## src/eccp_pkg.sv

```systemverilog
/*
  Shared constants and types for the enhanced capture/compare/PWM core.
  Assumes a 32-bit classic Wishbone slave with byte offsets below.
*/
`default_nettype none

package eccp_pkg;

  // ==========================================================
  // Register byte offsets
  localparam logic [7:0] ADR_CTRL     = 8'h00; // Unit control
  localparam logic [7:0] ADR_DUTY     = 8'h04; // Duty low byte
  localparam logic [7:0] ADR_PERIOD   = 8'h08; // Period register
  localparam logic [7:0] ADR_DEADBAND = 8'h0c; // Dead-band delay
  localparam logic [7:0] ADR_COMPARE  = 8'h10; // Compare pair
  localparam logic [7:0] ADR_TSEL     = 8'h14; // Timer select
  localparam logic [7:0] ADR_CONFIG   = 8'h18; // Pin map select
  localparam logic [7:0] ADR_STATUS   = 8'h1c; // Sticky events
  localparam logic [7:0] ADR_IRQ_EN   = 8'h20; // Event enables
  localparam logic [7:0] ADR_IRQ_CLR  = 8'h24; // Write-one clear
  localparam logic [7:0] ADR_SHADOW   = 8'h28; // Active duty

  // ==========================================================
  // Field positions and reset values
  localparam int TSEL_CCP_BIT = 0; // 1: timer three for compare
  localparam int TSEL_PWM_BIT = 1; // 1: alt period timer
  localparam int ST_CMP  = 0;      // Compare match event
  localparam int ST_PER  = 1;      // PWM period event
  localparam int ST_TRIG = 2;      // Special event trigger
  localparam int ST_W    = 3;
  localparam int PIN_A = 0;
  localparam int PIN_B = 1;
  localparam int PIN_C = 2;
  localparam int PIN_D = 3;
  localparam int PIN_B_ALT = 4;
  localparam int PIN_C_ALT = 5;
  localparam logic [7:0] RST_PERIOD = 8'hff;
  localparam logic [6:0] DB_MAX     = 7'h7f;

  // ==========================================================
  // Mode and output arrangement codes
  localparam logic [3:0] MODE_OFF     = 4'h0;
  localparam logic [3:0] MODE_TOGGLE  = 4'h2;
  localparam logic [3:0] MODE_SET     = 4'h8;
  localparam logic [3:0] MODE_CLEAR   = 4'h9;
  localparam logic [3:0] MODE_SPECIAL = 4'hb;
  localparam logic [1:0] CFG_SINGLE = 2'h0;
  localparam logic [1:0] CFG_FWD    = 2'h1;
  localparam logic [1:0] CFG_HALF   = 2'h2;
  localparam logic [1:0] CFG_REV    = 2'h3;

  // Unit control register layout
  typedef struct packed {
    logic [1:0] output_config_field;
    logic [1:0] duty_lsb;
    logic [3:0] mode_select_field;
  } unit_ctrl_t;

  // Pin group: level and ownership per pin
  typedef struct packed {
    logic [5:0] own;
    logic [5:0] out;
  } pins_t;

  // Special event trigger outputs
  typedef struct packed {
    logic clr_t1;
    logic clr_t3;
    logic adc_start;
    logic flag_hold;
  } trig_t;

  // PWM start-up states, Gray along the path
  typedef enum logic [1:0] {
    PS_IDLE = 2'b00,
    PS_WAIT = 2'b01,
    PS_RUN  = 2'b11
  } pwm_state_t;

endpackage

`default_nettype wire

```

## src/eccp_core.sv

```systemverilog
/*
  Enhanced capture/compare/PWM unit with special event trigger,
  pin routing and double-buffered PWM control.
  Assumes timers, A/D and the shared compare unit run on clk.
*/
// The implementer's own choices: the Wishbone register port and the register offsets.
`timescale 1ns/1ps
`default_nettype none

module eccp_core
  import eccp_pkg::*;
#(
  parameter int UNIT = 1  // Unit number 1..3
) (
  input  wire logic        clk,
  input  wire logic        rstn,
  input  wire logic        wb_cyc_i,
  input  wire logic        wb_stb_i,
  input  wire logic        wb_we_i,
  input  wire logic [7:0]  wb_adr_i,
  input  wire logic [3:0]  wb_sel_i,
  input  wire logic [31:0] wb_dat_i,
  output var  logic [31:0] wb_dat_o,
  output var  logic        wb_ack_o,
  input  wire logic [7:0]  period_timer,
  input  wire logic [7:0]  alt_period_timer,
  input  wire logic        period_tick,
  input  wire logic        alt_period_tick,
  input  wire logic [1:0]  subcycle,
  input  wire logic [15:0] timer_one_count,
  input  wire logic [15:0] timer_three_count,
  input  wire logic        adc_enabled,
  input  wire logic        shared_out,
  input  wire logic        shared_own,
  output var  pins_t       pins,
  output var  trig_t       trig,
  output var  logic [1:0]  period_clear,
  output var  logic        irq
);

  // ==========================================================
  // Reset release
  logic [1:0] rst_pipe;   // Release synchroniser
  logic       rst_sync_n; // Synchronised reset

  always_ff @(posedge clk or negedge rstn) begin
    if (!rstn) begin
      rst_pipe <= 2'h0;
    end else begin
      rst_pipe <= {rst_pipe[0], 1'b1};
    end
  end
  assign rst_sync_n = rst_pipe[1];

  // ==========================================================
  // Wishbone slave
  logic        acc;      // Request pending, no ack yet
  logic        wr;       // Write takes effect now
  logic [31:0] rdata;    // Read mux
  unit_ctrl_t  unit_control_reg;
  logic [7:0]  duty_low_byte;
  logic [7:0]  period_register;
  logic [6:0]  deadband_delay_reg;
  logic [15:0] compare_value_pair;
  logic [1:0]  timer_three_control;
  logic        alt_pin_map_select;
  logic [2:0]  status;   // Sticky events
  logic [2:0]  irq_enable;
  logic [2:0]  ev;       // Events this cycle
  pwm_state_t  state;
  logic [9:0]  duty_shadow;

  assign acc = wb_cyc_i & wb_stb_i & ~wb_ack_o;
  // Writes land on the edge where the master sees ack
  assign wr  = wb_cyc_i & wb_stb_i & wb_we_i & wb_ack_o;

  // One wait state, ack drops the cycle after
  always_ff @(posedge clk or negedge rst_sync_n) begin
    if (!rst_sync_n) begin
      wb_ack_o <= 1'b0;
      wb_dat_o <= 32'h0;
    end else begin
      wb_ack_o <= acc;
      if (acc) begin
        wb_dat_o <= wb_we_i ? 32'h0 : rdata;
      end
    end
  end

  // Read decode; unmapped offsets answer zero
  always_comb begin
    case (wb_adr_i)
      ADR_CTRL:     rdata = {24'h0, unit_control_reg};
      ADR_DUTY:     rdata = {24'h0, duty_low_byte};
      ADR_PERIOD:   rdata = {24'h0, period_register};
      ADR_DEADBAND: rdata = {25'h0, deadband_delay_reg};
      ADR_COMPARE:  rdata = {16'h0, compare_value_pair};
      ADR_TSEL:     rdata = {30'h0, timer_three_control};
      ADR_CONFIG:   rdata = {31'h0, alt_pin_map_select};
      ADR_STATUS:   rdata = {29'h0, status};
      ADR_IRQ_EN:   rdata = {29'h0, irq_enable};
      ADR_SHADOW:   rdata = {20'h0, state, duty_shadow};
      default:      rdata = 32'h0;
    endcase
  end

  // Software-written control registers
  always_ff @(posedge clk or negedge rst_sync_n) begin
    if (!rst_sync_n) begin
      unit_control_reg    <= '0;
      duty_low_byte       <= 8'h0;
      period_register     <= RST_PERIOD;
      deadband_delay_reg  <= 7'h0;
      compare_value_pair  <= 16'h0;
      timer_three_control <= 2'h0;
      alt_pin_map_select  <= 1'b1;
      irq_enable          <= 3'h0;
    end else if (wr && wb_sel_i[0]) begin
      case (wb_adr_i)
        ADR_CTRL:     unit_control_reg   <= wb_dat_i[7:0];
        ADR_DUTY:     duty_low_byte      <= wb_dat_i[7:0];
        ADR_PERIOD:   period_register    <= wb_dat_i[7:0];
        ADR_DEADBAND: deadband_delay_reg <= wb_dat_i[6:0];
        ADR_COMPARE: begin
          compare_value_pair[7:0] <= wb_dat_i[7:0];
          if (wb_sel_i[1]) begin
            compare_value_pair[15:8] <= wb_dat_i[15:8];
          end
        end
        ADR_TSEL:     timer_three_control <= wb_dat_i[1:0];
        ADR_CONFIG:   alt_pin_map_select  <= wb_dat_i[0];
        ADR_IRQ_EN:   irq_enable          <= wb_dat_i[2:0];
        default: begin
        end
      endcase
    end
  end

  // ==========================================================
  // Interrupts: sticky status, set wins over clear
  logic [2:0] clr_mask;   // Bits written one to clear

  assign clr_mask = (wr && wb_sel_i[0] && wb_adr_i == ADR_IRQ_CLR)
                  ? wb_dat_i[2:0] : 3'h0;

  always_ff @(posedge clk or negedge rst_sync_n) begin
    if (!rst_sync_n) begin
      status <= 3'h0;
      irq    <= 1'b0;
    end else begin
      status <= (status & ~clr_mask) | ev;
      irq    <= |(status & irq_enable);
    end
  end

  // ==========================================================
  // Mode decode from the live control register
  logic [3:0] mode;     // Mode select field
  logic       pwm_l;    // Any PWM mode
  logic       dual;     // Half-bridge arrangement
  logic       quad;     // Full-bridge arrangement
  logic       special;  // Trigger mode that really triggers

  assign mode    = unit_control_reg.mode_select_field;
  assign pwm_l   = (mode[3:2] == 2'b11);
  assign dual    = pwm_l && unit_control_reg.output_config_field
                   == CFG_HALF;
  assign quad    = pwm_l
                   && unit_control_reg.output_config_field[0];
  // Unit three has no trigger; 1011 then behaves as 1010
  assign special = (mode == MODE_SPECIAL) && (UNIT != 3);

  // ==========================================================
  // Compare and special event trigger
  logic [15:0] cmp_tmr;  // Selected 16-bit timer
  logic        eq;       // Pair equals timer
  logic        eq_prev;  // Equality last cycle
  logic        hit;      // First cycle of a match
  logic        cmp_pin;  // Compare-driven pin level
  logic        tsel3;    // Timer three selected

  assign tsel3   = timer_three_control[TSEL_CCP_BIT];
  assign cmp_tmr = tsel3 ? timer_three_count : timer_one_count;
  assign eq      = !pwm_l && (mode != MODE_OFF)
                   && (compare_value_pair == cmp_tmr);
  // Edge only, so a stalled timer fires once
  assign hit     = eq && !eq_prev;

  // Standard compare pin actions
  always_ff @(posedge clk or negedge rst_sync_n) begin
    if (!rst_sync_n) begin
      eq_prev <= 1'b0;
      cmp_pin <= 1'b0;
    end else begin
      eq_prev <= eq;
      if (hit) begin
        case (mode)
          MODE_SET:    cmp_pin <= 1'b1;
          MODE_CLEAR:  cmp_pin <= 1'b0;
          MODE_TOGGLE: cmp_pin <= ~cmp_pin;
          default:     cmp_pin <= cmp_pin;
        endcase
      end
    end
  end

  // Trigger pulses to timers and converter
  always_ff @(posedge clk or negedge rst_sync_n) begin
    if (!rst_sync_n) begin
      trig <= '0;
    end else begin
      trig.clr_t1    <= hit && special && !tsel3;
      trig.clr_t3    <= hit && special && tsel3;
      trig.adc_start <= hit && special && (UNIT == 2)
                        && adc_enabled;
      trig.flag_hold <= hit && special && (UNIT == 2);
    end
  end

  // ==========================================================
  // PWM time base and start-up
  logic [7:0] tb_count;  // Selected period timer
  logic       tb_tick;   // Its increment strobe
  logic       boundary;  // Period match on increment
  logic       load_now;  // Buffered load strobe

  assign tb_count = timer_three_control[TSEL_PWM_BIT]
                    ? alt_period_timer : period_timer;
  assign tb_tick  = timer_three_control[TSEL_PWM_BIT]
                    ? alt_period_tick : period_tick;
  assign boundary = tb_tick && (tb_count == period_register);
  assign load_now = boundary && (state != PS_IDLE);

  // Wait for a timer reset before running
  always_ff @(posedge clk or negedge rst_sync_n) begin
    if (!rst_sync_n) begin
      state <= PS_IDLE;
    end else if (!pwm_l) begin
      state <= PS_IDLE;
    end else begin
      case (state)
        PS_IDLE: state <= PS_WAIT;
        PS_WAIT: if (boundary) begin
          state <= PS_RUN;
        end
        PS_RUN:  state <= PS_RUN;
        default: state <= PS_IDLE;
      endcase
    end
  end

  // Timer clear pulse at the period boundary
  always_ff @(posedge clk or negedge rst_sync_n) begin
    if (!rst_sync_n) begin
      period_clear <= 2'h0;
    end else if (boundary && pwm_l) begin
      period_clear <= timer_three_control[TSEL_PWM_BIT]
                      ? 2'h2 : 2'h1;
    end else begin
      period_clear <= 2'h0;
    end
  end

  // ==========================================================
  // Double buffers and waveform
  unit_ctrl_t act_ctrl;  // Control in force
  logic [9:0] duty_next; // Duty to load
  logic       duty_match;
  logic       pwm_raw;   // Modulated level, active high
  logic [6:0] db_act;    // Dead-band in force
  logic [6:0] db_cnt;    // Cycles since last edge
  logic       pwm_prev;
  logic       db_ok;     // Dead-band has elapsed

  assign duty_next  = {duty_low_byte,
                       unit_control_reg.duty_lsb};
  // Match one increment ahead: the level is registered, so it drops as
  // the timer reaches the duty value and the high time equals the duty
  assign duty_match = (state == PS_RUN) && tb_tick
                      && ({8'(tb_count + 8'h1), subcycle}
                          == duty_shadow);

  // Control and duty reach the waveform only at a period boundary; pin ownership follows the live registers
  always_ff @(posedge clk or negedge rst_sync_n) begin
    if (!rst_sync_n) begin
      act_ctrl    <= '0;
      duty_shadow <= 10'h0;
    end else if (load_now) begin
      act_ctrl    <= unit_control_reg;
      duty_shadow <= duty_next;
    end
  end

  // Set at period start unless duty is zero; clear on match.
  // A duty past the period never matches and stays high.
  always_ff @(posedge clk or negedge rst_sync_n) begin
    if (!rst_sync_n) begin
      pwm_raw <= 1'b0;
    end else if (state == PS_IDLE) begin
      pwm_raw <= 1'b0;
    end else if (load_now) begin
      pwm_raw <= (duty_next != 10'h0);
    end else if (duty_match) begin
      pwm_raw <= 1'b0;
    end
  end

  // Dead-band register loads at every period boundary outside PS_IDLE and at every duty match
  always_ff @(posedge clk or negedge rst_sync_n) begin
    if (!rst_sync_n) begin
      db_act <= 7'h0;
    end else if (load_now || duty_match) begin
      db_act <= deadband_delay_reg;
    end
  end

  // Count instruction cycles since the last waveform edge
  always_ff @(posedge clk or negedge rst_sync_n) begin
    if (!rst_sync_n) begin
      pwm_prev <= 1'b0;
      db_cnt   <= 7'h0;
    end else begin
      pwm_prev <= pwm_raw;
      if (pwm_raw != pwm_prev) begin
        db_cnt <= 7'h1;
      end else if (db_cnt != DB_MAX) begin
        db_cnt <= db_cnt + 7'h1;
      end
    end
  end
  // Too long a delay keeps the output off all phase
  assign db_ok = (db_act == 7'h0)
                 || (pwm_raw == pwm_prev && db_cnt >= db_act);

  // ==========================================================
  // Output arrangement and polarity
  logic [3:0] lvl;   // A..D active-high levels
  logic [3:0] low;   // Active-low per output
  logic [3:0] drv;   // Pin levels after polarity

  always_comb begin
    lvl = 4'h0;
    if (state == PS_RUN) begin
      case (act_ctrl.output_config_field)
        CFG_SINGLE: lvl[PIN_A] = pwm_raw;
        CFG_HALF: begin
          lvl[PIN_A] = pwm_raw && db_ok;
          lvl[PIN_B] = !pwm_raw && db_ok;
        end
        CFG_FWD: begin
          lvl[PIN_A] = 1'b1;
          lvl[PIN_D] = pwm_raw;
        end
        CFG_REV: begin
          lvl[PIN_C] = 1'b1;
          lvl[PIN_B] = pwm_raw;
        end
        default: lvl = 4'h0;
      endcase
    end
  end
  // Bit one inverts A and C, bit zero inverts B and D
  assign low = {act_ctrl.mode_select_field[0],
                act_ctrl.mode_select_field[1],
                act_ctrl.mode_select_field[0],
                act_ctrl.mode_select_field[1]};
  assign drv = lvl ^ low;

  // ==========================================================
  // Pin routing; unused pins stay with the port logic, except D, which follows the shared compare unit.
  // Pin direction bits are left to software.
  pins_t next_pins;
  logic  use_b;
  logic  alt;

  assign use_b = dual || quad;
  assign alt   = alt_pin_map_select;

  always_comb begin
    next_pins = '0;
    next_pins.own[PIN_A] = (mode != MODE_OFF);
    next_pins.out[PIN_A] = pwm_l ? drv[PIN_A] : cmp_pin;
    next_pins.own[PIN_B]     = use_b && alt;
    next_pins.own[PIN_B_ALT] = use_b && !alt;
    next_pins.own[PIN_C]     = quad && alt;
    next_pins.own[PIN_C_ALT] = quad && !alt;
    next_pins.out[PIN_B]     = use_b && alt && drv[PIN_B];
    next_pins.out[PIN_B_ALT] = use_b && !alt && drv[PIN_B];
    next_pins.out[PIN_C]     = quad && alt && drv[PIN_C];
    next_pins.out[PIN_C_ALT] = quad && !alt && drv[PIN_C];
    // Quad takes the shared pin from the compare unit
    next_pins.own[PIN_D] = quad || shared_own;
    next_pins.out[PIN_D] = quad ? drv[PIN_D] : shared_out;
  end

  always_ff @(posedge clk or negedge rst_sync_n) begin
    if (!rst_sync_n) begin
      pins <= '0;
    end else begin
      pins <= next_pins;
    end
  end

  // Event sources for the status register
  assign ev[ST_CMP]  = hit && (mode == MODE_TOGGLE || mode[3:2] == 2'b10);
  assign ev[ST_PER]  = boundary && (state == PS_RUN);
  assign ev[ST_TRIG] = hit && special;

  // ==========================================================
  // Assertions
  property p_quad_own;
    @(posedge clk) disable iff (!rst_sync_n)
    quad |=> pins.own[PIN_D] && pins.own[PIN_A];
  endproperty
  a_quad_own: assert property (p_quad_own)
    else $error("quad mode lost output pins");

  property p_alt_map;
    @(posedge clk) disable iff (!rst_sync_n)
    use_b && !alt |=> pins.own[PIN_B_ALT] && !pins.own[PIN_B];
  endproperty
  a_alt_map: assert property (p_alt_map)
    else $error("output b not on alternate pin");

  property p_shared;
    @(posedge clk) disable iff (!rst_sync_n)
    !quad |=> pins.out[PIN_D] == $past(shared_out);
  endproperty
  a_shared: assert property (p_shared)
    else $error("shared pin not passed through");

  property p_trig;
    @(posedge clk) disable iff (!rst_sync_n)
    hit && special |=> trig.clr_t1 != trig.clr_t3;
  endproperty
  a_trig: assert property (p_trig)
    else $error("trigger cleared wrong timer");

  property p_adc;
    @(posedge clk) disable iff (!rst_sync_n)
    trig.adc_start |-> $past(adc_enabled) && UNIT == 2;
  endproperty
  a_adc: assert property (p_adc)
    else $error("conversion started while disabled");

  property p_no_u3;
    @(posedge clk) disable iff (!rst_sync_n)
    !special |=> !trig.clr_t1 && !trig.clr_t3 && !trig.adc_start;
  endproperty
  a_no_u3: assert property (p_no_u3)
    else $error("trigger raised outside trigger mode");

  property p_hold;
    @(posedge clk) disable iff (!rst_sync_n)
    (trig.clr_t1 || trig.clr_t3) && UNIT == 2 |-> trig.flag_hold;
  endproperty
  a_hold: assert property (p_hold)
    else $error("timer flag not held off");

  property p_buffer;
    @(posedge clk) disable iff (!rst_sync_n)
    !load_now |=> $stable(act_ctrl) && $stable(duty_shadow);
  endproperty
  a_buffer: assert property (p_buffer)
    else $error("control changed off boundary");

  property p_wait;
    @(posedge clk) disable iff (!rst_sync_n)
    state == PS_WAIT |-> !pwm_raw;
  endproperty
  a_wait: assert property (p_wait)
    else $error("pwm ran before timer reset");

  property p_zero;
    @(posedge clk) disable iff (!rst_sync_n)
    load_now && duty_next == 10'h0 |=> !pwm_raw;
  endproperty
  a_zero: assert property (p_zero)
    else $error("zero duty set the output");

  c_run: cover property (@(posedge clk) state == PS_RUN && duty_match);
  c_trig: cover property (@(posedge clk) trig.clr_t3);
  c_half: cover property (@(posedge clk) dual && state == PS_RUN);

endmodule

`default_nettype wire

```

## config.mk

```make
export PLATFORM = sky130hd
export DESIGN_NAME = eccp_core
export DESIGN_NICKNAME = d
export VERILOG_FILES = /design/src/eccp_pkg.sv /design/src/eccp_core.sv
export SDC_FILE = /design/constraint.sdc
export NUM_CORES = 1
export LEC_CHECK = 0
export ABC_AREA = 1
export BUFFER_PORTS_ARGS = -buffer_cell sky130_fd_sc_hd__buf_2
export CORE_MARGIN = 3
export CORE_UTILIZATION = 23
export DETAILED_ROUTE_END_ITERATION = 10
export MAX_ROUTING_LAYER = met4
export SLEW_MARGIN = 20
export SYNTH_ARGS = -nofsm -noshare
export SYNTH_HDL_FRONTEND = slang
export SYNTH_SLANG_ARGS = --single-unit
```

## constraint.sdc

```tcl
create_clock -name clk -period 3.57 [get_ports clk]
set_input_delay 0.714 -clock clk [delete_from_list [all_inputs] [get_ports clk]]
set_output_delay 0.714 -clock clk [all_outputs]
set_load 0.02 [all_outputs]
```

==> impl_metrics.tcl, run 1 <==
set metrics [dict create \
    status "completed" \
    switching_share_pct 26.39 \
    grt_pass1_vias 6226 \
    leakage_uw 0.004427 \
    areaGrowthSynthToFinish_pct 23.29 \
    vias 6502 \
    fmax_mhz 378.7 \
    syn-cell-area_sq_mm 0.006913 \
    p_int_uw 2838 \
    clk_pin_slew_worst_paths_ns 0.06 \
    worst_setup_path_end_kind "register" \
    yosysTopAreaCellShare_pct 42.35 \
    cts.path.max_buffers 2 \
    worstSkewPairLatency_ns 0.43 \
    cp_top_family "simple AND/OR/NAND/NOR gates" \
    cp_slowest_cell "dfrtp_1" \
    cts_max_level 4 \
    ir_worst_vdd_uv 309.3 \
    r2r_cells 15 \
    cp.buffers_inverters 1 \
    netlist_instances 938 \
    maxSlewViolCount 0 \
    yosysWarnings 0 \
    rsz0062_at_grt "false" \
    cts_tree "yes" \
    maxCapViolations 0 \
    drive_gt1_share_pct 17.19 \
    period_minus_slack_ns 2.641 \
    powerDensity_mw_per_mm2 452.5 \
    grt_max_degree 78 \
    synth_top_cell_by_area "dfrtp_1" \
    gp_congestion 0.9079 \
    antenna_found_initial 1 \
    synthTopCellsByArea "dfrtp_1 42%, nand2_1 18%, o21ai_0 6.2%, inv_1 5.5%, nand3_1 3.9%" \
    nets 1176 \
    endpoint "db_act[5]" \
    finalClockSkew_ns 0.009234 \
    initial_core_util_pct 23.70 \
    crit_chain "inv_2 > nand2_1 > nand2_2 > ha_1 > nand2_1 > nand3_1 > nor2_1 > nand3b_1 > nor2_1 > nand3_1 > nor2_1 > nand2_2 > nand2_2 > nand2_1 > nand2_1" \
    postPlaceCellArea_sq_mm 0.007891 \
    grt_usage_pct 14.08 \
    r2r-start "timer_three_control[1]" \
    die_y_um 179.4 \
    ys_seq_elements 126 \
    synth_edf_count 0 \
    die_area_sq_mm 0.03217 \
    drtPass1Iterations 5 \
    grt_first_pass_wirelength_mm 33.58 \
    fin_area_sq_mm 0.008523 \
    coreArea_sq_mm 0.02917 \
    setup_viol 0 \
    cp_max_fo 12 \
    worst-setup-path-type "register to register" \
    grt_overflow 0 \
    synth.distinct_cells 45 \
    hold_buffers 0 \
    routedWlPerCell_um 14.72 \
    max_slew_margin_pct 55.20 \
    totalWireLength_mm 21.51 \
    crit_start "timer_three_control[1]" \
    timing.rr.end "db_act[5]" \
    drc 0 \
    ys_seq_area_share_pct 45.77 \
    num-fill-cells 3231 \
    multiInputGateArea_sq_mm 0.003189 \
    cts_root_buf "clkbuf_16" \
    startpoint_type "register" \
    ant_nets 0 \
    io_buffer_count 118 \
    reg2reg_slack_ns 0.93 \
    fin_setup_tns_ns 0 \
    die_x_um 179.4 \
    required_ns 3.93 \
    cts.sinks 126 \
    crit_arrival_ns 3.00 \
    period_share_pct 73.96 \
    drt-initial-drc-count 589 \
    via_per_inst 4.450 \
    dp_hpwl_mm 16.60 \
    crit_path_max_incr_delay_ns 0.63 \
    path_common_cell "nand2_1" \
    clkPwrFrac_pct 48.6 \
    syn_area_per_cell_sq_um 7.370 \
    hold_class "input pin to asynchronous set/reset pin" \
    synthArstFlopShare_pct 100.0 \
    hold_violations 0 \
    io_pins 156 \
    worst-path-stages 15 \
    synth-main-ff-cell "dfrtp_1" \
    cts_resized 0 \
    max_slew.worst_pin.slew_ns 0.6719 \
    pwr-share-seq_pct 38.9 \
    tritoncts.num_buffers 17 \
    final_util_pct 29.22 \
    p_switching_uw 1018 \
    reg.largest.list "compare_value_pair x16, wb_dat_o x16, pins x12" \
    share_comb_of_total_power_pct 12.5 \
    post_cts_buffers 0 \
    layout.area.seq_sq_mm 0.003168 \
    fp-row-count 62 \
]
## cell type report
cell class                 count  area share [%]
timing repair buffer         126           7.780
multi-input combinational    688           37.42
antenna                        1         0.02936
sequential                   126           37.17
inverter                     104           4.580
clock buffer                  20           5.241
tap                          384           5.637
clock inverter                12           2.143
## power groups by stage
| stage | logic, uW | registers (uW) | clock network [uW] |
|---|---|---|---|
| 2_1_floorplan | 351 | 1530 | 0 |
| 3_3_place_gp | 470 | 1520 | 0 |
| 3_5_place_dp | 489 | 1520 | 0 |
| 4_1_cts | 490 | 1500 | 1910 |
| 5_1_grt | 575 | 1500 | 1980 |
| 6_report | 484 | 1500 | 1870 |
## Yosys cell counts, drive strengths merged, types with 4 or more instances
cell     count
a21oi       23
buf         26
clkbuf      11
dfrtp      117
dfstp        9
ha           9
inv        103
nand2      339
nand3       54
nand4        9
nor2        72
nor3        16
o2111ai      4
o211ai       6
o21ai       89
o22ai        6
or2          5
xor2        10
## worst min-delay path by stage
stage / start / to / cells past startpoint
after detailed placement: rst_pipe[0] / rst_pipe[1] / 0
after CTS: rstn / rst_pipe[1] / 1
after floorplan: rst_pipe[0] / rst_pipe[1] / 0
final: rstn / rst_pipe[1] / 1
after global routing: rstn / rst_pipe[1] / 1
after global placement: rst_pipe[0] / rst_pipe[1] / 0
## worst reg2reg max path, delay by kind of cell (launching register included)
kind | cells | cell delay, ns
AND/OR/NAND/NOR | 13 | 1.42
adder cells (fa/ha/maj) | 1 | 0.35
flip-flops | 1 | 0.63
buffers and inverters | 1 | 0.19
## cells in the final DEF, fill, tap and decap left out, types with 7 or more instances in the layout
cell       netlist  final
ha_1             9      9
nor3_1          13     13
nand2_1        332    332
buf_4           22      7
clkbuf_16        0     17
inv_1          101    101
nand4_1          9      9
buf_2            3    118
dfstp_2          9      9
nor2_1          70     70
nand3_1         54     54
nand2_2          7      7
a21oi_1         22     22
conb_1           2     19
o21ai_0         85     85
xor2_1          10     10
dfrtp_1        117    116
## through the flow
| stage | worst slack [ns] | hold slack [ns] | std cells | total power (uW) |
|---|---|---|---|---|
| after floorplan | 1.430 | 0.3311 | 955 | 1878 |
| after global placement | 0.8281 | 0.3391 | 1428 | 1993 |
| after detailed placement | 0.8078 | 0.3389 | 1428 | 2013 |
| after CTS | 0.8819 | 0.03870 | 1460 | 3898 |
| after global routing | 0.6030 | 0.03635 | 1461 | 4055 |
| final | 0.9295 | 0.06020 | 1461 | 3856 |
## routing by layer
layer  share of wire [%]  up-vias  track usage [%]
li1                    -     3226                -
met1                  45     3020            18.67
met2                  47      233            21.95
met3                 6.6       23            2.655
met4                 1.3        0            4.188
met5                   0        -                -
## kinds of logic (layout without fill, tap and decap cells)
group / after synthesis / count (layout) / share of synthesized area [%]
AO/OA/AOI/OAI: 142 / 142 / 11.42
flip-flops: 126 / 126 / 45.77
multiplexers: 1 / 1 / 0.1629
buffers and inverters: 141 / 262 / 9.013
XOR/XNOR: 12 / 12 / 1.520
adder cells (fa/ha/maj): 9 / 9 / 1.629
AND/OR/NAND/NOR: 505 / 505 / 30.37
other: 2 / 20 / 0.1086
Note: power is estimated with default switching activity, not from simulation.
==> inputs of run 2 (changes only) <==
clock period = 2.3 ns   (was 3.57 ns; I/O delays follow)
==> run 2 against run 1 <==
Effect of this change:
- clock skew up 0.0032 ns
- hold slack better by 0.18 ns
- utilization up 1.1 points
- wire length up 1.0%
- die area unchanged
- global-route usage about the same
- worst setup slack worse by 0.74 ns
- critical endpoint is now db_act[0]
- sequential power up 55%
- via count up 0.25%
- cell count up 1.9%
- clock-buffer cell count down 2
==> impl_metrics.tcl, run 2 (synthesized netlist as in run 1, its figures left out) <==
set metrics [dict create \
    status "completed" \
    powerDensity_mw_per_mm2 681.9 \
    worst-setup-path-type "register to register" \
    areaGrowthSynthToFinish_pct 27.84 \
    fmax_mhz 474.6 \
    finalClockSkew_ns 0.01244 \
    postPlaceCellArea_sq_mm 0.008114 \
    drtPass1Iterations 7 \
    io_buffer_count 118 \
    cp_max_fo 7 \
    final_cell_count_no_fill 1489 \
    cts.path.max_buffers 2 \
    num-fill-cells 3197 \
    cp.buffers_inverters 2 \
    hold_violations 0 \
    hold_class "input pin to register" \
    ant_nets 0 \
    period_minus_slack_ns 2.107 \
    routedWlPerCell_um 14.59 \
    die_y_um 179.4 \
    grt_pass1_vias 6185 \
    ir_worst_vdd_uv 460.4 \
    cts_tree "yes" \
    rsz0062_at_grt "true" \
    die_x_um 179.4 \
    dp_slack_ns 0.09232 \
    initial_core_util_pct 23.70 \
    drive_gt1_share_pct 19.75 \
    crit_chain "inv_2 > nand2_1 > nand2_2 > ha_4 > inv_1 > nand2_1 > nand3_2 > nor2_1 > nand3b_1 > nor2_1 > nand3_1 > nor2_4 > nand2_4 > nand2_4 > nand2_1 > nand2_1" \
    fin_area_sq_mm 0.008837 \
    power_uw 6026 \
    maxCapViolations 0 \
    gp_congestion 0.9197 \
    leakage_uw 0.004605 \
    layout_common_cells "332 x nand2_1, 118 x buf_2, 116 x dfrtp_1" \
    fp-row-count 62 \
    die_area_sq_mm 0.03217 \
    vias 6518 \
    drt-initial-drc-count 417 \
    worst_setup_path_end_kind "register" \
    layout_setup_ws_ns 0.1929 \
    coreArea_sq_mm 0.02917 \
    max_slew_margin_pct 59.89 \
    period_share_pct 91.61 \
    cts_root_buf "clkbuf_16" \
    cp_top_family "simple AND/OR/NAND/NOR gates" \
    setup_viol 0 \
    placed_cells 1451 \
    dp_hpwl_mm 17.20 \
    nets 1204 \
    antenna_found_initial 1 \
    crit_path_max_incr_delay_ns 0.42 \
    io_pins 156 \
    mostFrequentLayoutCell "nand2_1" \
    required_ns 2.66 \
    via_per_inst 4.377 \
    worstSkewPairLatency_ns 0.42 \
    crit_arrival_ns 2.46 \
    max_slew.worst_pin.slew_ns 0.5953 \
    tritoncts.num_buffers 17 \
    grt_usage_pct 14.13 \
    totalWireLength_mm 21.73 \
    reg.largest.list "compare_value_pair x16, wb_dat_o x16, pins x12" \
    startpoint_type "register" \
    drc 0 \
    grt_max_degree 38 \
    grt_first_pass_wirelength_mm 33.77 \
    clk_pin_slew_worst_paths_ns 0.06 \
    grt_overflow 0 \
    cp_slowest_cell "dfrtp_1" \
    cts.sinks 126 \
    cts_max_level 4 \
    maxSlewViolCount 0 \
    path_common_cell "nand2_1" \
]
==> run 2: repair_timing <==
| item | 4_1_cts | 5_1_grt |
|---|---|---|
| endpoints found under the setup margin | 0 | 9 |
| buffers inserted | 0 | 3 |
| hold buffers | 1 | 0 |
| resized for setup | 0 | 8 |
| hold endpoints to repair | 2 | 0 |
==> run 2: worst reg2reg max path, stage by stage (launching register included) <==
cell and delay, ns:
dfrtp_1 0.42, inv_2 0.08, nand2_1 0.08, nand2_2 0.08, ha_4 0.27, inv_1 0.04
nand2_1 0.06, nand3_2 0.06, nor2_1 0.10, nand3b_1 0.09, nor2_1 0.11, nand3_1 0.12
nor2_4 0.19, nand2_4 0.11, nand2_4 0.12, nand2_1 0.07, nand2_1 0.05
==> run 2: cell type report <==
cell class,instances,area [sq um],share of cell area (%)
diodes,1,2.502,0.02832
clock buffers,18,439.2,4.970
clock inverters,14,205.2,2.322
inverters,104,390.4,4.417
multi-input cells,689,3233,36.58
flip-flops and latches,126,3168,35.85
well taps,384,480.5,5.437
repair buffers,153,918.4,10.39
==> run 2: final timing paths <==
path | from | endpoint | slack (ns) | cells after the start
min in group asynchronous | rst_pipe[1] | duty_low_byte[4] | 0.28 | 0
setup reg to reg | timer_three_control[1] | db_act[0] | 0.19 | 16
hold / removal | shared_own | pins[9] | 0.24 | 2
max in group asynchronous | rst_pipe[1] | period_register[2] | 1.33 | 1
setup / recovery | timer_three_control[1] | db_act[0] | 0.19 | 16
hold reg to reg | rst_pipe[1] | duty_low_byte[4] | 0.28 | 0
==> run 2: through the flow <==
step / hold WS (ns) / setup TNS, ns / util, %
after global routing: 0.2262 / -0.01425 / 30.30
after floorplan: 0.1644 / 0 / -
final: 0.2393 / 0 / 30.30
after global placement: 0.2469 / 0 / 27.82
after detailed placement: 0.2472 / 0 / 27.82
after CTS: 0.2221 / 0 / 30.06
==> run 2: per-layer routing <==
metal | share of wire [%] | up-vias | global-route usage (%)
met5 | 0 | - | -
met4 | 2.3 | 0 | 4.285
met3 | 4.8 | 28 | 2.802
met2 | 46 | 173 | 21.72
met1 | 47 | 3019 | 18.87
li1 | - | 3298 | -
==> run 2: where the power goes <==
group          switching (uW)  internal, uW  leakage (uW)
Combinational             477           295       0.00272
Sequential               45.3          2270       0.00158
Clock                    1070          1870      0.000314
